**src/mpfc_pkg.sv**
```systemverilog
// constants and types for the modem pin function configuration block
package mpfc_pkg;
    localparam int MPFC_NPIN = 4;
    localparam int MPFC_NCH = 2;
    // pin index inside a channel
    localparam int PIN_CARRIER = 0;
    localparam int PIN_RING = 1;
    localparam int PIN_TERM = 2;
    localparam int PIN_SETRDY = 3;
    // register offsets
    localparam logic [7:0] OFS_CARRIER_DETECT_PIN_CFG_CH0 = 8'h2a;
    localparam logic [7:0] OFS_RING_WAKE_PIN_CFG_CH0 = 8'h2b;
    localparam logic [7:0] OFS_TERMINAL_READY_PIN_CFG_CH0 = 8'h2c;
    localparam logic [7:0] OFS_SET_READY_PIN_CFG_CH0 = 8'h2d;
    localparam logic [7:0] OFS_CARRIER_DETECT_PIN_CFG_CH1 = 8'h3d;
    localparam logic [7:0] OFS_RING_WAKE_PIN_CFG_CH1 = 8'h3e;
    localparam logic [7:0] OFS_TERMINAL_READY_PIN_CFG_CH1 = 8'h3f;
    localparam logic [7:0] OFS_SET_READY_PIN_CFG_CH1 = 8'h40;
    localparam logic [7:0] OFS_TABLE [MPFC_NCH][MPFC_NPIN] = '{
        '{OFS_CARRIER_DETECT_PIN_CFG_CH0, OFS_RING_WAKE_PIN_CFG_CH0,
          OFS_TERMINAL_READY_PIN_CFG_CH0, OFS_SET_READY_PIN_CFG_CH0},
        '{OFS_CARRIER_DETECT_PIN_CFG_CH1, OFS_RING_WAKE_PIN_CFG_CH1,
          OFS_TERMINAL_READY_PIN_CFG_CH1, OFS_SET_READY_PIN_CFG_CH1}};
    // field positions
    localparam int BIT_PULL_HIGH_DISABLE = 7;
    localparam int BIT_PULL_LOW_ENABLE = 6;
    localparam int BIT_WAKE_SOURCE_BLOCK = 5;
    // implemented bits per pin, reserved bits read as zero
    localparam logic [7:0] CFG_MASK [MPFC_NPIN] = '{8'hc3, 8'he3, 8'hc7,
        8'hc3};
    localparam logic [7:0] CFG_RESET = 8'h00;
    // two-bit function selects
    localparam logic [1:0] FN2_IN = 2'h0;
    localparam logic [1:0] FN2_OD = 2'h1;
    localparam logic [1:0] FN2_PP = 2'h2;
    localparam logic [1:0] FN2_MODEM_IN = 2'h3;
    // three-bit function select of the terminal-ready pin
    localparam logic [2:0] FN3_IN = 3'h0;
    localparam logic [2:0] FN3_OD = 3'h1;
    localparam logic [2:0] FN3_PP = 3'h2;
    localparam logic [2:0] FN3_MODEM_OD = 3'h3;
    localparam logic [2:0] FN3_MODEM_PP = 3'h4;
    // pad control bundle of one pin
    typedef struct packed {
        logic out;
        logic oe;
        logic pull_up;
        logic pull_down;
    } mpfc_pad_t;
endpackage : mpfc_pkg

```
**src/mpfc_pin_config.sv**
```systemverilog
// modem pin function configuration, two channels of four pins
`timescale 1ns/10ps
`default_nettype none

// Summary of operation
// - bit 7 set disables pull-up; clear leaves pull-up enabled
// - bit 6 enables pull-down, but only while the pull-up is disabled
// - both pull settings ignored whenever the pin drives as any output
// - carrier pin: 00 input, 01 open-drain, 10 push-pull, 11 invalid
// - ring pin: 00 input, 01 open-drain, 10 push-pull, 11 invalid
// - ring bit 5 clear lets the pin wake the host if globally enabled
// - terminal-ready select: gpio in/od/pp, modem od, modem pp; rest invalid
// - set-ready: 00 in, 01 od, 10 pp, 11 modem input (not driven, active low)
module mpfc_pin_config
    import mpfc_pkg::*;
#(
    parameter int N_CH = MPFC_NCH
)
(
    input wire logic mclk,
    input wire logic arst_n,
    input wire logic [7:0] reg_addr,
    input wire logic reg_wr,
    input wire logic reg_rd,
    input wire logic [7:0] reg_wdata,
    output logic [7:0] reg_rdata,
    input wire logic [N_CH-1:0][MPFC_NPIN-1:0] gpio_drive_level,
    input wire logic [N_CH-1:0] terminal_ready_assert,
    input wire logic global_wake_en,
    input wire logic [N_CH-1:0][MPFC_NPIN-1:0] pin_in,
    output mpfc_pad_t [N_CH-1:0][MPFC_NPIN-1:0] pad_ctrl,
    output logic [N_CH-1:0][MPFC_NPIN-1:0] pin_level,
    output logic [N_CH-1:0] set_ready_active,
    output logic [N_CH-1:0] wake_req
);

    logic [7:0] cfg_r [N_CH][MPFC_NPIN];
    logic [N_CH-1:0][MPFC_NPIN-1:0] meta_r;
    logic [N_CH-1:0][MPFC_NPIN-1:0] sync_r;
    logic [7:0] rdata_nxt;

    // two-stage synchroniser on every pin input
    always_ff @(posedge mclk or negedge arst_n)
    begin
        if (!arst_n)
        begin
            meta_r <= '0;
            sync_r <= '0;
        end
        else
        begin
            meta_r <= pin_in;
            sync_r <= meta_r;
        end
    end

    // read decode, unmapped offsets read zero
    always_comb
    begin
        rdata_nxt = 8'h00;
        for (int c = 0; c < N_CH; c++)
        begin
            for (int p = 0; p < MPFC_NPIN; p++)
            begin
                if (reg_addr == OFS_TABLE[c][p])
                begin
                    rdata_nxt = cfg_r[c][p];
                end
            end
        end
    end

    always_ff @(posedge mclk or negedge arst_n)
    begin
        if (!arst_n)
        begin
            reg_rdata <= 8'h00;
        end
        else if (reg_rd)
        begin
            reg_rdata <= rdata_nxt;
        end
    end

    genvar gc, gp;
    generate
        for (gc = 0; gc < N_CH; gc++)
        begin : g_ch
            logic sr_nxt;
            logic wake_nxt;

            for (gp = 0; gp < MPFC_NPIN; gp++)
            begin : g_pin
                mpfc_pad_t pad_nxt;
                logic drive;
                logic level;
                logic [7:0] cfg;

                assign cfg = cfg_r[gc][gp];

                // reserved bits are masked off; software keeps them zero
                always_ff @(posedge mclk or negedge arst_n)
                begin
                    if (!arst_n)
                    begin
                        cfg_r[gc][gp] <= CFG_RESET;
                    end
                    else if (reg_wr && reg_addr == OFS_TABLE[gc][gp])
                    begin
                        cfg_r[gc][gp] <= reg_wdata & CFG_MASK[gp];
                    end
                end

                // function select decode into drive and open-drain choice
                always_comb
                begin
                    drive = 1'b0;
                    level = gpio_drive_level[gc][gp];
                    pad_nxt.out = 1'b0;
                    pad_nxt.oe = 1'b0;
                    if (gp == PIN_TERM)
                    begin
                        case (cfg[2:0])
                            FN3_OD:
                            begin
                                drive = 1'b1;
                                pad_nxt.oe = ~level;
                            end
                            FN3_PP:
                            begin
                                drive = 1'b1;
                                pad_nxt.oe = 1'b1;
                                pad_nxt.out = level;
                            end
                            FN3_MODEM_OD:
                            begin
                                drive = 1'b1;
                                pad_nxt.oe = terminal_ready_assert[gc];
                            end
                            FN3_MODEM_PP:
                            begin
                                drive = 1'b1;
                                pad_nxt.oe = 1'b1;
                                pad_nxt.out = ~terminal_ready_assert[gc];
                            end
                            default:
                            begin
                                drive = 1'b0;
                            end
                        endcase
                    end
                    else
                    begin
                        // code 11 is never a drive code on any 2-bit pin
                        case (cfg[1:0])
                            FN2_OD:
                            begin
                                drive = 1'b1;
                                pad_nxt.oe = ~level;
                            end
                            FN2_PP:
                            begin
                                drive = 1'b1;
                                pad_nxt.oe = 1'b1;
                                pad_nxt.out = level;
                            end
                            default:
                            begin
                                drive = 1'b0;
                            end
                        endcase
                    end
                    pad_nxt.pull_up = ~drive
                        & ~cfg[BIT_PULL_HIGH_DISABLE];
                    pad_nxt.pull_down = ~drive & cfg[BIT_PULL_HIGH_DISABLE]
                        & cfg[BIT_PULL_LOW_ENABLE];
                end

                always_ff @(posedge mclk or negedge arst_n)
                begin
                    if (!arst_n)
                    begin
                        pad_ctrl[gc][gp] <= '0;
                        pin_level[gc][gp] <= 1'b0;
                    end
                    else
                    begin
                        pad_ctrl[gc][gp] <= pad_nxt;
                        pin_level[gc][gp] <= sync_r[gc][gp];
                    end
                end
            end

            // set-ready modem input, active low on the pin
            assign sr_nxt = (cfg_r[gc][PIN_SETRDY][1:0] == FN2_MODEM_IN)
                & ~sync_r[gc][PIN_SETRDY];
            // ring pin low wakes the host while an input and not blocked
            assign wake_nxt = global_wake_en
                & ~cfg_r[gc][PIN_RING][BIT_WAKE_SOURCE_BLOCK]
                & (cfg_r[gc][PIN_RING][1:0] == FN2_IN)
                & ~sync_r[gc][PIN_RING];

            always_ff @(posedge mclk or negedge arst_n)
            begin
                if (!arst_n)
                begin
                    set_ready_active[gc] <= 1'b0;
                    wake_req[gc] <= 1'b0;
                end
                else
                begin
                    set_ready_active[gc] <= sr_nxt;
                    wake_req[gc] <= wake_nxt;
                end
            end
        end
    endgenerate

endmodule : mpfc_pin_config

`default_nettype wire

```
**config.mk**
```make
export PLATFORM = sky130hd
export DESIGN_NAME = mpfc_pin_config
export DESIGN_NICKNAME = d
export VERILOG_FILES = /design/src/mpfc_pkg.sv /design/src/mpfc_pin_config.sv
export SDC_FILE = /design/constraint.sdc
export NUM_CORES = 1
export LEC_CHECK = 0
export ABC_AREA = 1
export BUFFER_PORTS_ARGS = -buffer_cell sky130_fd_sc_hd__buf_2
export CORE_MARGIN = 5
export CORE_UTILIZATION = 53
export DETAILED_ROUTE_END_ITERATION = 12
export GPL_ROUTABILITY_DRIVEN = 0
export MAX_ROUTING_LAYER = met4
export PLACE_DENSITY = 0.84
export SYNTH_ARGS = -nofsm -noshare
export SYNTH_HDL_FRONTEND = slang
export SYNTH_SLANG_ARGS = --single-unit
```
**constraint.sdc**
```tcl
create_clock -name mclk -period 1.55 [get_ports mclk]
set_clock_uncertainty 0.2 [all_clocks]
set_input_delay 0.155 -clock mclk [delete_from_list [all_inputs] [get_ports mclk]]
set_output_delay 0.155 -clock mclk [all_outputs]
set_load 0.03 [all_outputs]
```
==> metrics.md <==
| Metric | Value |
|---|---|
| Row cnt | `32` |
| Status | `finished, final reports clean` |
| R2R Path Start | `g_ch[0].g_pin[3].cfg[0]` |
| Critical Path AT | `between 1000 and 1500 ps` |
| R2R depth | `4` |
| Setup slack after layout | `192.6 ps` |
| Vias in the first global route | `3,255` |
| Avg WL per Cell | `13.39 µm` |
| Crit end category | `register` |
| Hold Path Depth | `3` |
| CTS Sinks | `~100` |
| Synth warn | `0` |
| Commonest non-fill, non-tap cell in the layout | `dfrtp_1` |
| Initial antenna violation count | `0` |
| Fmax | `0.7367 GHz` |
| Initial Utilization | `53.49%` |
| Hold_sp | `reg_wdata[1]` |
| Die ar. | `0.009530 mm²` |
| Final period utilization | `87.57%` |
| Longest Clk Path Bufs | `2` |
| I/O Pins | `between 90 and 100` |
| Skew-Pair Late Insertion Delay | `roughly 370 ps` |
| CP Launch Type | `register` |
| Final hold vios | `0` |
| Predominant post-synthesis flop cell | `dfrtp_1` |
| Most frequent cells in the layout | `102 x dfrtp_1, 85 x buf_2, 76 x nand2_1` |
| Finished Layout Cells | `643` |
| GR Util met2 | `approximately 33%` |
| Post-synth cell types | `30` |
| Drt initial violations | `175` |
| Seq cells post-synth | `roughly 100` |
| Pre-Repair DR Iteration Count | `5` |
| Number of diodes | `0` |
| Crit path kind | `register to register` |
| CTS Buf Count | `9` |
| Combinational family with the most area after synthesis | `simple AND/OR/NAND/NOR gates` |
| Total GRT Usage | `19.78%` |
| Asr flop ratio synth | `100.0%` |
| Setup TNS | `0 ps` |
| Synth Area in Compound Gates | `7.411%` |
| Routed WL | `roughly 8600 µm` |
| R2r endpoint | `pad_ctrl[12]` |
| R2r setup slk | `190 ps` |
| Max-cap check violation count | `0` |
| Clk pin slew, worst setup/hold paths | `100 ps` |
| Vias per inst | `4.944` |
| CP Data Required Time | `1630 ps` |
| Height of the die | `approximately 98 µm` |
| Total gr overflow | `0` |
| Resize count post-CTS | `0` |
| Post-synth EDFFs | `0` |
| Setup WS pre-CTS | `-13.20 ps` |
| # nets final | `591` |
| H-tree depth | `3` |
| Post-route DRC | `0` |
| HP Class | `input port to register` |
| Global-route wire length before repair | `around 15,000 µm` |
| Met3 usage | `6.461%` |
| Vias | `3,179` |
| RSZ-0062 raised after global routing | `false` |
| Post-synthesis mux area share | `0%` |
| Cell Area, Synth | `0.004069 mm²` |
| Remaining antenna violation count | `0` |
| Largest net degree at the start of global routing | `33` |
| Layout area overhead | `25.77%` |
| Core ar. | `between 0.007 and 0.008 mm²` |
| Cells after DPL | `slightly above 600` |
| GR peak layer | `met2` |
| Pwr Density | `987.1 mW/mm²` |
| Simple-Gate Fraction of Synth Area | `18.45%` |
| Final Max Slew Viols | `0` |
| Synth Instances | `412` |
| Chip width | `~98 µm` |
| Post-synthesis sequential area ratio | `62.73%` |
| CTS tree | `yes` |
| I/O Buffers | `86` |
| Grt met1 use | `22.40%` |
| Final setup vio count | `0` |
| Clk root buf | `clkbuf_8` |
| Fraction of the mapped netlist area in adder cells | `just under 5%` |
| Hold EP | `g_ch[0].g_pin[0].cfg[1]` |
| DP HPWL | `about 6300 µm` |
| Crit path max fanout | `4` |
| Peak VDD IR | `456.0 µV` |
| Shortest period the worst path allows | `approximately 1400 ps` |
| Share of cells above drive strength 1 | `22.18%` |
| Post-Synth XOR/XNOR Area | `0%` |
| P_leak | `~2.6 nW` |
| Average size of a mapped cell | `9.876 µm²` |
report_power, final:
group | switching (W) | leakage (nW) | internal [W]
combinational | 0.000391 | 1.23 | 0.000208
sequential | 0.0000721 | 1.32 | 0.00279
clock | 0.000937 | 0.0954 | 0.000655
total | 0.00140 | 2.64 | 0.00365
cells in the mapped netlist, types with 2 or more instances:
| cell type | n | area share, % |
|---|---|---|
| a21oi_1 | 4 | 0.49 |
| buf_4 | 2 | 0.37 |
| dfrtp_1 | 102 | 63 |
| ha_1 | 16 | 4.9 |
| inv_1 | 59 | 5.4 |
| nand2_1 | 76 | 7.0 |
| nand2_2 | 4 | 0.61 |
| nand3_1 | 26 | 3.2 |
| nand3_2 | 3 | 0.74 |
| nand4_1 | 4 | 0.61 |
| nor2_1 | 49 | 4.5 |
| nor3_1 | 5 | 0.61 |
| o21a_1 | 2 | 0.37 |
| o21ai_0 | 42 | 5.2 |
| o21ai_1 | 2 | 0.25 |
| o22ai_1 | 2 | 0.31 |
what timing repair did:
action,in CTS,in global routing
hold endpoints to repair,137,0
setup endpoints to repair,0,0
hold buffers,23,0
buffers inserted,0,0
through the flow:
stage	instance area (µm²)	utilization (%)	hold slack, ps	total power (W)
6_report	5117	67.27	3.179	0.005051
5_1_grt	5117	67.27	27.05	0.005280
4_1_cts	5117	67.27	8.802	0.005089
3_5_place_dp	4696	61.73	-100.4	0.003470
3_3_place_gp	4696	61.73	-101.6	0.003443
2_1_floorplan	4073	-	-340.6	0.003216
registers in the layout, summed over array words and instances (netlist names):
register          count
g_ch.g_pin.cfg       36
pad_ctrl             32
meta_r                8
pin_level             8
sync_r                8
reg_rdata             6
set_ready_active      2
wake_req              2
area by class of cell:
class,count,area (µm²)
flip-flops and latches,102,2552
well taps,102,127.6
clock buffers,10,137.6
inverters,60,225.2
multi-input cells,246,1260
fillers,610,2490
clock inverters,6,53.80
repair buffers,117,760.7
worst max-delay path, cell delays in order, from the launching register on:
cell and delay, ps:
dfrtp_1 410, inv_1 90, ha_1 300, inv_1 50, nor3_1 210
cells by family after synthesis:
kind of cell | count (synthesis)
simple gates | 172
flops | 102
buf+inv | 65
compound gates | 56
fa+ha+maj | 16
other cells | 1
metal layers:
layer	share of wire, %	up-vias
met5	0	-
met4	2.0	0
met3	7.9	21
met2	51	114
met1	39	1489
li1	-	1555
worst max-delay path by stage:
stage	startpoint	endpoint	slack (ps)	depth (start not counted)
finish	g_ch[0].g_pin[3].cfg[0]	pad_ctrl[12]	190	4
global route	g_ch[0].g_pin[3].cfg[0]	pad_ctrl[12]	110	4
CTS	g_ch[0].g_pin[3].cfg[0]	pad_ctrl[12]	180	4
detailed placement	reg_addr[0]	reg_rdata[1]	-10	10
global placement	reg_addr[6]	reg_rdata[6]	60	11
floorplan	reg_addr[6]	g_ch[1].g_pin[1].cfg[0]	290	8
Note: power is estimated with default switching activity, not from simulation.
